### src/hw/rail_seq_pkg.sv
// shared constants and carriers for the rail ordering and tracking register bank
package rail_seq_pkg;
  // command codes
  localparam logic [7:0] CMD_ADAPTIVE_LOOP = 8'hdf;
  localparam logic [7:0] CMD_RAIL_ORDER = 8'he0;
  localparam logic [7:0] CMD_VOLT_FOLLOW = 8'he1;
  // reset values
  localparam logic [31:0] ADAPTIVE_RESET = 32'h015a0190;
  localparam logic [15:0] RAIL_ORDER_RESET = 16'h0000;
  localparam logic [7:0] VOLT_FOLLOW_RESET = 8'h00;
  // writable bit masks, unused positions clear
  localparam logic [31:0] ADAPTIVE_MASK = 32'h01ffffff;
  localparam logic [15:0] RAIL_ORDER_MASK = 16'h9f9f;
  localparam logic [7:0] VOLT_FOLLOW_MASK = 8'h86;
  // field positions
  localparam int ADAPTIVE_EN_BIT = 24;
  localparam int RESIDUAL_LSB = 16;
  localparam int PREQUEL_EN_BIT = 15;
  localparam int PREQUEL_ID_LSB = 8;
  localparam int SEQUEL_EN_BIT = 7;
  localparam int SEQUEL_ID_LSB = 0;
  localparam int FOLLOW_EN_BIT = 7;
  localparam int FOLLOW_HALF_BIT = 2;
  localparam int FOLLOW_LIMIT_BIT = 1;
  localparam int PEER_ID_W = 5;

  // one event seen on the peer bus
  typedef struct packed {
    logic valid;
    logic powerGood;
    logic powerDown;
    logic [4:0] railId;
  } peer_event_type;

  // configuration decoded for the output logic
  typedef struct packed {
    logic loopEnable;
    logic [7:0] residual;
    logic [15:0] gain;
    logic followEnable;
    logic followHalf;
    logic followLimitRef;
  } loop_cfg_type;
endpackage

### src/hw/rail_sequence_track_config.sv
// register bank for adaptive loop, rail ordering and voltage tracking commands
//
// Behaviour
// [RQ1] adaptive word: enable 24, residual, gain
// [RQ2] adaptive word resets to 015a0190h
// [RQ3] prequel: on after enable and peer good
// [RQ4] sequel: off after peer down, with delays
// [RQ5] prequel peer id in bits 12:8
// [RQ6] sequel peer id in bits 4:0
// [RQ7] bits 15 and 7 enable prequel/sequel
// [RQ8] ordering word resets with both off
// [RQ9] tracking only for standalone two-phase device
// [RQ10] tracking bit 7 enables tracking
// [RQ11] bit 2 selects half tracking ratio
// [RQ12] limit bit picks target or reference cap
// [RQ13] tracking word resets to zero
// [RQ14] unused bits read zero, ignore writes
// [RQ15] tracking limit select is bit 1
`timescale 1ns/10ps
module rail_sequence_track_config (
  input wire logic clk,
  input wire logic rst,
  input wire logic cmdWrite,
  input wire logic cmdRead,
  input wire logic [7:0] cmdCode,
  input wire logic [31:0] cmdWriteData,
  input wire logic enablePin,
  input wire logic operationOn,
  input wire logic currentShareGroup,
  input wire logic offDelayDone,
  input wire rail_seq_pkg::peer_event_type peerEvent,
  output logic [31:0] cmdReadData,
  output logic cmdReadValid,
  output logic cmdUnmapped,
  output logic outputEnable,
  output rail_seq_pkg::loop_cfg_type loopCfg
);
  logic [31:0] adaptive_q, adaptive_d;
  logic [15:0] railOrder_q, railOrder_d;
  logic [7:0] voltFollow_q, voltFollow_d;
  logic [31:0] readData_d;
  logic readValid_d, unmapped_d;
  rail_seq_pkg::loop_cfg_type loopCfg_d;
  logic gateOn;
  logic [2:0] enSync_q;
  logic enStable_q, enStable_d;

  // register writes, masked so unused positions stay zero
  always_comb begin
    adaptive_d = adaptive_q;
    railOrder_d = railOrder_q;
    voltFollow_d = voltFollow_q;
    if (cmdWrite) begin
      unique case (cmdCode)
        rail_seq_pkg::CMD_ADAPTIVE_LOOP: adaptive_d = cmdWriteData & rail_seq_pkg::ADAPTIVE_MASK; // [RQ1] [RQ14]
        rail_seq_pkg::CMD_RAIL_ORDER: railOrder_d = cmdWriteData[15:0] & rail_seq_pkg::RAIL_ORDER_MASK; // [RQ5] [RQ6] [RQ14]
        rail_seq_pkg::CMD_VOLT_FOLLOW: voltFollow_d = cmdWriteData[7:0] & rail_seq_pkg::VOLT_FOLLOW_MASK; // [RQ14]
        default: ;
      endcase
    end
  end

  // read mux, narrower words zero-extended
  always_comb begin
    readData_d = 32'h0;
    readValid_d = cmdRead;
    unmapped_d = 1'b0;
    if (cmdRead) begin
      unique case (cmdCode)
        rail_seq_pkg::CMD_ADAPTIVE_LOOP: readData_d = adaptive_q;
        rail_seq_pkg::CMD_RAIL_ORDER: readData_d = {16'h0, railOrder_q};
        rail_seq_pkg::CMD_VOLT_FOLLOW: readData_d = {24'h0, voltFollow_q};
        default: unmapped_d = 1'b1;
      endcase
    end
    if (cmdWrite && !(cmdCode inside {rail_seq_pkg::CMD_ADAPTIVE_LOOP, rail_seq_pkg::CMD_RAIL_ORDER,
        rail_seq_pkg::CMD_VOLT_FOLLOW})) begin
      unmapped_d = 1'b1;
    end
  end

  // decoded loop and tracking settings; tracking forced off in a sharing group
  always_comb begin
    loopCfg_d.loopEnable = adaptive_q[rail_seq_pkg::ADAPTIVE_EN_BIT]; // [RQ1]
    loopCfg_d.residual = adaptive_q[rail_seq_pkg::RESIDUAL_LSB +: 8];
    loopCfg_d.gain = adaptive_q[15:0];
    loopCfg_d.followEnable = voltFollow_q[rail_seq_pkg::FOLLOW_EN_BIT] && !currentShareGroup; // [RQ9] [RQ10]
    loopCfg_d.followHalf = voltFollow_q[rail_seq_pkg::FOLLOW_HALF_BIT]; // [RQ11]
    loopCfg_d.followLimitRef = voltFollow_q[rail_seq_pkg::FOLLOW_LIMIT_BIT]; // [RQ12] [RQ15]
  end

  // pin enable: three stages, accepted once the last two agree
  always_comb begin
    enStable_d = enStable_q;
    if (enSync_q[1] == enSync_q[2]) begin
      enStable_d = enSync_q[2];
    end
  end

  always_ff @(posedge clk or posedge rst) begin
    if (rst) begin
      adaptive_q <= rail_seq_pkg::ADAPTIVE_RESET; // [RQ2]
      railOrder_q <= rail_seq_pkg::RAIL_ORDER_RESET; // [RQ8]
      voltFollow_q <= rail_seq_pkg::VOLT_FOLLOW_RESET; // [RQ13]
      cmdReadData <= 32'h0;
      cmdReadValid <= 1'b0;
      cmdUnmapped <= 1'b0;
      loopCfg <= '0;
      enSync_q <= 3'h0;
      enStable_q <= 1'b0;
      outputEnable <= 1'b0;
    end else begin
      adaptive_q <= adaptive_d;
      railOrder_q <= railOrder_d;
      voltFollow_q <= voltFollow_d;
      cmdReadData <= readData_d;
      cmdReadValid <= readValid_d;
      cmdUnmapped <= unmapped_d;
      loopCfg <= loopCfg_d;
      enSync_q <= {enSync_q[1:0], enablePin};
      enStable_q <= enStable_d;
      outputEnable <= gateOn;
    end
  end

  // enable request is pin or operation state
  rail_order_gate u_gate (
    .clk(clk),
    .rst(rst),
    .orderCfg(railOrder_q),
    .enableRequest(enStable_q || operationOn),
    .offDelayDone(offDelayDone),
    .peerEvent(peerEvent),
    .outputOn(gateOn)
  );

  a_unused_zero: assert property (@(posedge clk) disable iff (rst) // [RQ14]
    (adaptive_q & ~rail_seq_pkg::ADAPTIVE_MASK) == 32'h0 && (railOrder_q & ~rail_seq_pkg::RAIL_ORDER_MASK) == 16'h0)
    else $error("unused bits set");
  a_write_takes: assert property (@(posedge clk) disable iff (rst) // [RQ1]
    cmdWrite && cmdCode == rail_seq_pkg::CMD_ADAPTIVE_LOOP |=>
    adaptive_q == ($past(cmdWriteData) & rail_seq_pkg::ADAPTIVE_MASK))
    else $error("adaptive write lost");
  a_order_write: assert property (@(posedge clk) disable iff (rst) // [RQ5]
    cmdWrite && cmdCode == rail_seq_pkg::CMD_RAIL_ORDER |=> railOrder_q[12:8] == $past(cmdWriteData[12:8]))
    else $error("prequel id not stored");
  a_read_order: assert property (@(posedge clk) disable iff (rst) // [RQ6]
    cmdRead && !cmdWrite && cmdCode == rail_seq_pkg::CMD_RAIL_ORDER |=> cmdReadData == {16'h0, $past(railOrder_q)})
    else $error("ordering read wrong");
  a_follow_group: assert property (@(posedge clk) disable iff (rst) // [RQ9]
    currentShareGroup |=> !loopCfg.followEnable)
    else $error("tracking in sharing group");
  a_follow_ratio: assert property (@(posedge clk) disable iff (rst) // [RQ11]
    loopCfg.followHalf == $past(voltFollow_q[2]))
    else $error("ratio select wrong");
  a_follow_limit: assert property (@(posedge clk) disable iff (rst) // [RQ12]
    loopCfg.followLimitRef == $past(voltFollow_q[1]))
    else $error("limit select wrong");
  a_follow_enable: assert property (@(posedge clk) disable iff (rst) // [RQ10]
    loopCfg.followEnable |-> $past(voltFollow_q[7]))
    else $error("tracking on without bit 7");
  a_seq_no_mode: assert property (@(posedge clk) disable iff (rst) // [RQ7]
    !railOrder_q[15] && (enStable_q || operationOn) && !gateOn |=> gateOn)
    else $error("no prequel yet output held");
endmodule

### src/hw/rail_order_gate.sv
// output enable gating from prequel and sequel peer events
`timescale 1ns/10ps
module rail_order_gate (
  input wire logic clk,
  input wire logic rst,
  input wire logic [15:0] orderCfg,
  input wire logic enableRequest,
  input wire logic offDelayDone,
  input wire rail_seq_pkg::peer_event_type peerEvent,
  output logic outputOn
);
  logic prequelSeen_q, prequelSeen_d;
  logic sequelSeen_q, sequelSeen_d;
  logic outputOn_d;
  logic preEn, seqEn, preHit, seqHit;

  // decode the ordering word
  assign preEn = orderCfg[rail_seq_pkg::PREQUEL_EN_BIT];
  assign seqEn = orderCfg[rail_seq_pkg::SEQUEL_EN_BIT];
  assign preHit = peerEvent.valid && peerEvent.powerGood &&
    peerEvent.railId == orderCfg[rail_seq_pkg::PREQUEL_ID_LSB +: rail_seq_pkg::PEER_ID_W];
  assign seqHit = peerEvent.valid && peerEvent.powerDown &&
    peerEvent.railId == orderCfg[rail_seq_pkg::SEQUEL_ID_LSB +: rail_seq_pkg::PEER_ID_W];

  // latched peer events; a new event beats a clear in the same cycle
  always_comb begin
    prequelSeen_d = prequelSeen_q;
    sequelSeen_d = sequelSeen_q;
    // a finished power-good must not switch the rail straight back on after an off
    if (!enableRequest || (outputOn && !outputOn_d)) begin
      prequelSeen_d = 1'b0;
    end
    if (preHit) begin
      prequelSeen_d = 1'b1; // [RQ3]
    end
    if (!outputOn_d) begin
      sequelSeen_d = 1'b0;
    end
    if (seqHit && seqEn) begin
      sequelSeen_d = 1'b1; // [RQ4]
    end
  end

  // on needs enable, plus prequel good when prequel is enabled; off waits for turn-off delay
  always_comb begin
    outputOn_d = outputOn;
    if (!outputOn) begin
      outputOn_d = enableRequest && (!preEn || prequelSeen_q || preHit); // [RQ3] [RQ7]
    end else if (!enableRequest && offDelayDone) begin
      outputOn_d = 1'b0;
    end else if (seqEn && sequelSeen_q && offDelayDone) begin
      outputOn_d = 1'b0; // [RQ4]
    end
  end

  always_ff @(posedge clk or posedge rst) begin
    if (rst) begin
      prequelSeen_q <= 1'b0;
      sequelSeen_q <= 1'b0;
      outputOn <= 1'b0;
    end else begin
      prequelSeen_q <= prequelSeen_d;
      sequelSeen_q <= sequelSeen_d;
      outputOn <= outputOn_d;
    end
  end

  // output never rises while prequel mode waits for its peer
  a_prequel_hold: assert property (@(posedge clk) disable iff (rst) // [RQ3]
    $rose(outputOn) && $past(preEn) |-> $past(prequelSeen_q) || $past(preHit))
    else $error("output rose before prequel power-good");
  // sequel off only after delay done
  a_sequel_delay: assert property (@(posedge clk) disable iff (rst) // [RQ4]
    $fell(outputOn) |-> $past(offDelayDone))
    else $error("output dropped without turn-off delay");
endmodule

### config.mk
export PLATFORM = sky130hd
export DESIGN_NAME = rail_sequence_track_config
export DESIGN_NICKNAME = d
export VERILOG_FILES = /design/src/hw/rail_seq_pkg.sv /design/src/hw/rail_sequence_track_config.sv /design/src/hw/rail_order_gate.sv
export SDC_FILE = /design/constraint.sdc
export NUM_CORES = 1
export LEC_CHECK = 0
export ABC_AREA = 0
export BUFFER_PORTS_ARGS = -buffer_cell sky130_fd_sc_hd__buf_2
export CAP_MARGIN = 20
export CORE_MARGIN = 3
export CORE_UTILIZATION = 54
export CTS_CLUSTER_SIZE = 12
export DETAILED_ROUTE_END_ITERATION = 10
export MAX_ROUTING_LAYER = met4
export PLACE_DENSITY = 0.84
export REMOVE_ABC_BUFFERS = 1
export SLEW_MARGIN = 20
export SYNTH_ARGS = -nofsm -noshare
export SYNTH_HDL_FRONTEND = slang
export SYNTH_SLANG_ARGS = --single-unit
### constraint.sdc
create_clock -name clk -period 10.05 [get_ports clk]
set_input_delay 2.01 -clock clk [delete_from_list [all_inputs] [get_ports clk]]
set_output_delay 2.01 -clock clk [all_outputs]
set_load 0.01 [all_outputs]
# After elaboration in Yosys (flattened, before gate mapping)
# Cells that the tools add are included.
totals:
  register_bits: 110
  in_bits: 56
  output_inout_bits: 63
  elab_cells: 64
op_classes:
  n_eq_ne: 7
  muxes: 12
  reduce_logical: 27
op_table:
  columns: ["cell", "n"]
  rows:
  - ["$pmux 25 s3", 1]
  - ["$mux 25", 1]
  - ["$eq 8x8->1 const B", 3]
  - ["$logic_and 1x1->1", 12]
  - ["$eq 5x5->1", 2]
  - ["$mux 1", 10]
  - ["$reduce_and 2->1", 3]
  - ["$logic_not 1->1", 5]
  - ["$logic_or 1x1->1", 4]
  - ["$reduce_bool 3->1", 1]
  - ["$reduce_or 3->1", 1]
  - ["$ne 2x2->1 const B", 1]
  - ["$reduce_bool 2->1", 1]
  - ["$eq 1x1->1", 1]

# Longest topological paths before layout
# Gate-level depths: netlist of run 1.
logic_depth:
  depth_word: 10
  mapped_depth: 5
  depth_no_buf: 4

# By module
# From an unflattened synthesis of run 1, not the netlist that was laid out.
unflattened:
  cells_unflattened: 235
  area_unflattened_um2: 3794.9
modules_own_cells:
  columns: ["mod", "instances", "cells_each", "area_each_um2", "seq_area_each_um2"]
  rows:
  - ["rail_sequence_track_config", 1, 207, 3533.4, 2512.4]
  - ["rail_order_gate", 1, 28, 261.5, 75.1]

# Worst setup path before layout of run 1
# OpenSTA, ideal clock, no wires.
synth_path:
  path_kind: "input-to-reg"
  start: "input port cmdCode[4]"
  end: "register railOrder_q[0]"
  setup_time_ns: 0.125
  arrival_time_ns: 3.322
  t_required_ns: 9.925
  path_slack_ns: 6.603
  path_stages: 5
  path_buffers: 1
  cell_sequence: "or4b_4 nor3_4 nand3b_2 buf_6 mux2_4"
synth_via:
  elab_chain_cells: 2
synth_rtl:
  columns: ["element", "line", "rtl"]
  rows:
  - ["start: declaration", "rail_sequence_track_config.sv:25", "input wire logic [7:0] cmdCode,"]
  - ["$eq 8x8->1", "rail_sequence_track_config.sv:54", "unique case (cmdCode)"]
  - ["$reduce_and 2->1 (no source line)", null, null]
  - ["end signal: assignment", "rail_sequence_track_config.sv:103", "railOrder_q <= rail_seq_pkg::RAIL_ORDER_RESET;"]
  - ["end signal: assignment", "rail_sequence_track_config.sv:114", "railOrder_q <= railOrder_d;"]
  - ["end: declaration", "rail_sequence_track_config.sv:39", "logic [15:0] railOrder_q, railOrder_d;"]
# No other way between the ends.
# A chain may end at the register's enable or synchronous reset.

# Final worst setup path of run 1
layout_path:
  start: "input port cmdCode[1]"
  end: "register railOrder_q[0]"
# The elaborated chain is that of the path after synthesis.

==> results.md, run 1 <==
* Status: complete, no violations
* Syn Area/Cell at 15.32 um2
* Fin crit period at 3.557 ns
* Root Driver: clkbuf_8
* Synth area leaders: dfrtp_1, mux2_2, dfstp_2
* Crit-path max cell delay at 0.54 ns
* Fmax at 281.1 MHz
* DP HPWL at 5036 um
* Crit-path leading delay family: simple AND/OR/NAND/NOR gates
* Critical path arrival at 3.80 ns
* Area growth from synthesis to layout at 20.48%
* CTS Hold Buffers Added at 0
* Static leakage at 2.491 nW
* Layout cells sized above 1 at 50.56%
* Net count of the finished layout at 411
* Largest area contributor in the netlist: dfrtp_1
* CTS max path bufs at 2
* Max Cap Viol at 0
* CP max FO at 12
* Post-synth EDFFs at 0
* Drt wl/cell at 15.93 um
* Core area at 6568 um2
* Worst-path clk slew at 0.10 ns
* Die Ht at 89.56 um
* Final WL at 7217 um
* Clk Latency, worst-skew pair at 0.35 ns
* First-pass GRT wire length at 11,380 um
* CP Capture Type: flop
* Setup Crit Path Kind: primary input to flop
* Ports at 119
* Slew @ Worst Pin at 0.7002 ns
* Seq/Total Area, Yosys at 68.64%
* DRT Pass-1 Iters at 4
* Crit start category: primary input
* Vias at 2,339
* Final hold vios at 0
* Vias in the first global route at 2,348
* ANT cells at 0
* Bufs and invs on worst path at 1
* Fin. max-slew vios at 0
* Drc violations at 0
* Post-CTS Setup Repair Bufs at 0
* Starting Density at 57.40%
* Grt total ovfl at 0
* Initial antenna violation count at 0
* Port bufs at 104
* Share of the synthesized area in the top cell type at 63.06%
* DRT antenna net count at 0
* DRT iter0 DRCs at 118
* Maximum number of pins on one net before global-route repair at 59
* Max IR drop VDD at 0.00009064 V
* Syn. warnings at 0
* CP required at 10.29 ns
* Final setup fails at 0
* Async SR Flop Fraction at 100.0%
* H-tree depth at 3
* RSZ-0062 raised after global routing: no
* Crit-path cells: buf_2 -> or4b_4 -> nor3_4 -> nand3b_2 -> mux2_4
* PwrDens at 159.5 nW/um2
* Row count at 29
* Vias per inst at 5.163
* Fin Setup TNS at 0 ns
* Dominant synthesized flop cell: dfrtp_1
* Worst rel slew slack at 53.32%
* Mapped Area at 3770 um2
* Period utilization at 35.40%
* Post-Synthesis Cells at 246
* Post_cts resized at 0
* Crit-path slowest cell: or4b_4
* Die area at 8020 um2
* Total CTS buffers at 9
* Die width at 89.56 um
* GPL Wtd Cong at 0.8944
* CTS tree: done
* Synth Register Bits at 103
* Hold_ws at 0.3620 ns
* Sink Count at 103
* Post-synth cell types at 37
* Tot GR Track Use at 19.50%
* Skew final at 0.009674 ns
* Worst min path class: flop to flop
## power by group
group | internal, mW | switching [mW]
logic | 0.0226 | 0.0281
clock network | 0.0936 | 0.141
registers | 0.430 | 0.00855
total | 0.546 | 0.178
## flip-flops by register name, indices dropped and copies added (netlist names)
signal                flops
loopCfg                  28
adaptive_q               25
cmdReadData              25
railOrder_q              12
enSync_q                  3
voltFollow_q              3
cmdReadValid              1
cmdUnmapped               1
enStable_q                1
outputEnable              1
u_gate.outputOn           1
u_gate.prequelSeen_q      1
u_gate.sequelSeen_q       1
## cells in the final DEF (no fill, tap or decap), types with 2 or more instances in the layout
cell type and instances:
dfrtp_1 95, mux2_2 33, nand4_1 3, clkinv_2 2, dfstp_2 8, inv_1 2
and3_1 15, buf_2 104, mux2_4 10, buf_4 2, xor2_1 8, clkbuf_8 9
o22ai_1 2, nor2_1 14, a21oi_1 2, xnor2_1 2, inv_8 2, nor4_1 2
a22oi_1 12, conb_1 7, nand2_1 3, clkinv_4 2, nor2b_1 2
## Yosys cell counts, types with 2 or more instances
| master | instances |
|---|---|
| buf_4 | 7 |
| mux2_2 | 33 |
| nor2b_1 | 2 |
| xnor2_1 | 2 |
| nor2_1 | 14 |
| nor4_1 | 2 |
| nand2_1 | 4 |
| mux2_4 | 10 |
| xor2_1 | 8 |
| a22oi_1 | 12 |
| and3_1 | 15 |
| dfrtp_1 | 95 |
| clkbuf_1 | 4 |
| dfstp_2 | 8 |
| nand4_1 | 3 |
| a21oi_1 | 2 |
| buf_2 | 2 |
| o22ai_1 | 2 |
| inv_1 | 3 |
## final cells by class
cell class	count	area [um2]
flip-flops and latches	103	2587
repair buffers	106	535.5
multi-input cells	132	1107
fillers	473	2026
inverters	3	13.76
well taps	93	116.4
clock inverters	7	57.56
clock buffers	9	123.9
## stage by stage
stage | setup slack, ns | power, mW | cells | area [um2] | utilization [%]
after floorplan | 5.349 | 0.4715 | 238 | 3704 | -
after global placement | 6.141 | 0.4957 | 437 | 4358 | 66.36
after detailed placement | 6.120 | 0.4981 | 437 | 4360 | 66.39
after CTS | 6.500 | 0.7292 | 453 | 4542 | 69.16
after global routing | 6.432 | 0.7558 | 453 | 4542 | 69.16
final | 6.493 | 0.7243 | 453 | 4542 | 69.16
## per-layer routing
metal | routed length, um | global-route usage (%)
met1 | 3176 | 25.14
met2 | 3519 | 30.45
met3 | 427 | 3.871
met4 | 93 | 7.713
met5 | 0 | -
## final timing paths
| check | depth (start not counted) | end | slack (ns) | from |
|---|---|---|---|---|
| worst min register to register | 0 | enSync_q[1]$_DFF_PP0_ | 0.36 | enSync_q[0]$_DFF_PP0_ |
| worst min-delay path | 0 | enSync_q[1]$_DFF_PP0_ | 0.36 | enSync_q[0]$_DFF_PP0_ |
| worst max-delay path | 5 | railOrder_q[0]$_DFFE_PP0P_ | 6.49 | cmdCode[1] |
| max in group asynchronous | 3 | loopCfg[8]$_DFF_PP0_ | 7.23 | rst |
| worst max register to register | 4 | u_gate.sequelSeen_q$_DFFE_PP0P_ | 8.43 | railOrder_q[8]$_DFFE_PP0P_ |
| min in group asynchronous | 2 | cmdReadData[13]$_DFF_PP0_ | 1.70 | rst |
## cells by family (layout without fill, tap and decap cells)
logic type	after synthesis	after routing	share of synthesized area [%]
AO/OA/AOI/OAI	21	21	3.950
adder cells (fa/ha/maj)	1	1	0.2655
AND/OR/NAND/NOR	50	50	8.231
XOR/XNOR	10	10	2.323
multiplexers	43	43	13.84
buffers and inverters	17	125	2.655
other	1	7	0.09947
flip-flops	103	103	68.64
No activity file was read; power rests on OpenSTA's default activity.
==> inputs of run 2 (changes only) <==
--- a/config.mk
+++ b/config.mk
@@ -9,11 +9,11 @@
 export BUFFER_PORTS_ARGS = -buffer_cell sky130_fd_sc_hd__buf_2
 export CAP_MARGIN = 20
 export CORE_MARGIN = 3
-export CORE_UTILIZATION = 54
+export CORE_UTILIZATION = 50
 export CTS_CLUSTER_SIZE = 12
 export DETAILED_ROUTE_END_ITERATION = 10
 export MAX_ROUTING_LAYER = met4
-export PLACE_DENSITY = 0.84
+export PLACE_DENSITY = 0.79
 export REMOVE_ABC_BUFFERS = 1
 export SLEW_MARGIN = 20
 export SYNTH_ARGS = -nofsm -noshare
==> constraint.sdc (replaced) <==
create_clock -name clk -period 3.3 [get_ports clk]
set_input_delay 0.66 -clock clk [delete_from_list [all_inputs] [get_ports clk]]
set_output_delay 0.66 -clock clk [all_outputs]
set_load 0.01 [all_outputs]
==> results.md, run 2 (synthesis gave the netlist of run 1 again) <==
* R2R depth at 4 (unchanged)
* Regs by FF count: loopCfg x28, adaptive_q x25, cmdReadData x25
* Post-CTS Setup Repair Bufs at 0 (unchanged)
* Port bufs at 104 (unchanged)
* Die area at 8617 um2 (+7.4%)
* Final hold vios at 0 (unchanged)
* H-tree depth at 3 (unchanged)
* CP max FO at 12 (unchanged)
* DRT Pass-1 Iters at 6 (+2)
* DRT antenna net count at 0 (unchanged)
* DR WL met3 at 399 um (-6.6%)
* RR Startpoint: railOrder_q[11]$_DFFE_PP0P_
* CTS tree: done
* Drt wl/cell at 15.58 um (-2.2%)
* Die Ht at 92.83 um (+3.7%)
* R2r setup slk at 1.85 ns (-6.58 ns)
* Clk Latency, worst-skew pair at 0.36 ns (about the same)
* Bufs and invs on worst path at 1 (unchanged)
* GPL Wtd Cong at 0.7283 (-19%)
* Area growth from synthesis to layout at 21.27%
* Setup Crit Path Kind: primary input to flop
* Worst-path clk slew at 0.10 ns (about the same)
* Worst rel slew slack at 46.79% (-6.5 points)
* Core area at 7292 um2 (+11%)
* Metal2 WL at 3525 um (+0.17%)
* Top reg by flops: loopCfg
* Die width at 92.83 um (+3.7%)
* Row count at 31 (+6.9%)
* Grt total ovfl at 0 (unchanged)
* Maximum number of pins on one net before global-route repair at 69 (+17%)
* Root Driver: clkbuf_8
* Fin. max-slew vios at 0 (unchanged)
* CP required at 3.54 ns (-6.75 ns)
* Worst min path class: flop to flop
* Max Cap Viol at 0 (unchanged)
* Worst slack, placed at 0.7631 ns (-5.357 ns)
* ANT cells at 0 (unchanged)
* Static leakage at 2.503 nW (+0.51%)
* Vias at 2,302 (-1.6%)
* Critical path arrival at 2.39 ns (-1.41 ns)
* Status: complete, no violations
* Commonest cells after routing, fill and taps aside: buf_2, dfrtp_1, mux2_2, and3_1, nor2_1
* CP Capture Type: flop
* Largest register FFs at 28 (unchanged)
* DRT iter0 DRCs at 63 (-47%)
* Vias in the first global route at 2,358 (+0.43%)
* Most common cell after layout, fill and taps aside: buf_2
* Initial antenna violation count at 0 (unchanged)
* Worst hold path endpoint: enSync_q[1]$_DFF_PP0_
* First-pass GRT wire length at 11,860 um (+4.2%)
* Crit-path leading delay family: simple AND/OR/NAND/NOR gates
* Vias per inst at 5.004 (-3.1%)
* Top Layer Used: met4
* Skew final at 0.01139 ns (+0.001717 ns)
* Starting Density at 51.70% (-5.7 points)
* Ports at 119 (unchanged)
* CTS Hold Buffers Added at 0 (unchanged)
* Final WL at 7166 um (-0.71%)
* RSZ-0062 raised after global routing: no
* Post_cts resized at 0 (unchanged)
* Period utilization at 65.27%
* Layout cells sized above 1 at 50.42% (-0.14 points)
* Hold Crit Start: enSync_q[0]$_DFF_PP0_
* PwrDens at 485.5 nW/um2 (+200%)
* Final setup fails at 0 (unchanged)
* Crit-path slowest cell: or4b_4
* CTS max path bufs at 2 (unchanged)
* Crit start category: primary input
* Drc violations at 0 (unchanged)
* Final WS setup at 1.146 ns (-5.347 ns)
* Slew @ Worst Pin at 0.7982 ns (+0.09798 ns)
* Hold_ws at 0.3700 ns (+0.008040 ns)
* Hold depth at 0 (unchanged)
* Tot GR Track Use at 18.43% (-1.1 points)
* WL met1 at 3177 um (about the same)
* Total CTS buffers at 9 (unchanged)
* DP HPWL at 5023 um (-0.26%)
* Net count of the finished layout at 412 (+0.24%)
* FF-to-FF End: u_gate.sequelSeen_q$_DFFE_PP0P_
* Fmax at 464.3 MHz
* Max IR drop VDD at 0.0002560 V (+180%)
* Crit-path max cell delay at 0.54 ns (about the same)
* Fin crit period at 2.154 ns
* Sink Count at 103 (unchanged)
* Crit-path cells: buf_2 -> or4b_4 -> nor3_4 -> nand3b_2 -> mux2_4
==> run 2: cell type report <==
class / count / area [um2]
clock buffers: 9 / 123.9
clock inverters: 7 / 62.56
fillers: 602 / 2720
inverters: 3 / 13.76
multi-input cells: 132 / 1105
flip-flops and latches: 103 / 2587
well taps: 99 / 123.9
repair buffers: 107 / 555.5
==> run 2: stage by stage <==
stage          cell area (um2)  util [%]  setup TNS [ns]  total power [mW]  std cells
2_1_floorplan             3704         -          -4.807             1.436        238
3_3_place_gp              4385     60.14               0             1.511        444
3_5_place_dp              4385     60.14               0             1.519        444
4_1_cts                   4572     62.70               0             2.248        460
5_1_grt                   4572     62.70               0             2.332        460
6_report                  4572     62.70               0             2.219        460
==> run 2: power by group <==
| group | switching [mW] | internal, mW |
|---|---|---|
| sequential | 0.0261 | 1.31 |
| combinational | 0.0843 | 0.0704 |
| clock | 0.438 | 0.290 |
| total | 0.548 | 1.67 |
==> run 2: worst max-delay path by stage <==
stage / startpoint / cells past startpoint / slack [ns] / end
2_1_floorplan: rst / 1 / -0.05 / adaptive_q[0]$_DFFE_PP0P_
3_3_place_gp: cmdCode[1] / 5 / 0.77 / railOrder_q[9]$_DFFE_PP0P_
3_5_place_dp: cmdCode[1] / 5 / 0.76 / railOrder_q[0]$_DFFE_PP0P_
4_1_cts: cmdCode[1] / 5 / 1.15 / railOrder_q[1]$_DFFE_PP0P_
5_1_grt: cmdCode[1] / 5 / 1.09 / railOrder_q[1]$_DFFE_PP0P_
6_report: cmdCode[1] / 5 / 1.15 / railOrder_q[1]$_DFFE_PP0P_
==> run 2: metal layers <==
metal | GRT usage [%] | vias to the layer above
met3 | 3.656 | 7
li1 | - | 1066
met2 | 29.57 | 84
met4 | 6.105 | 0
met1 | 23.71 | 1145
met5 | - | -
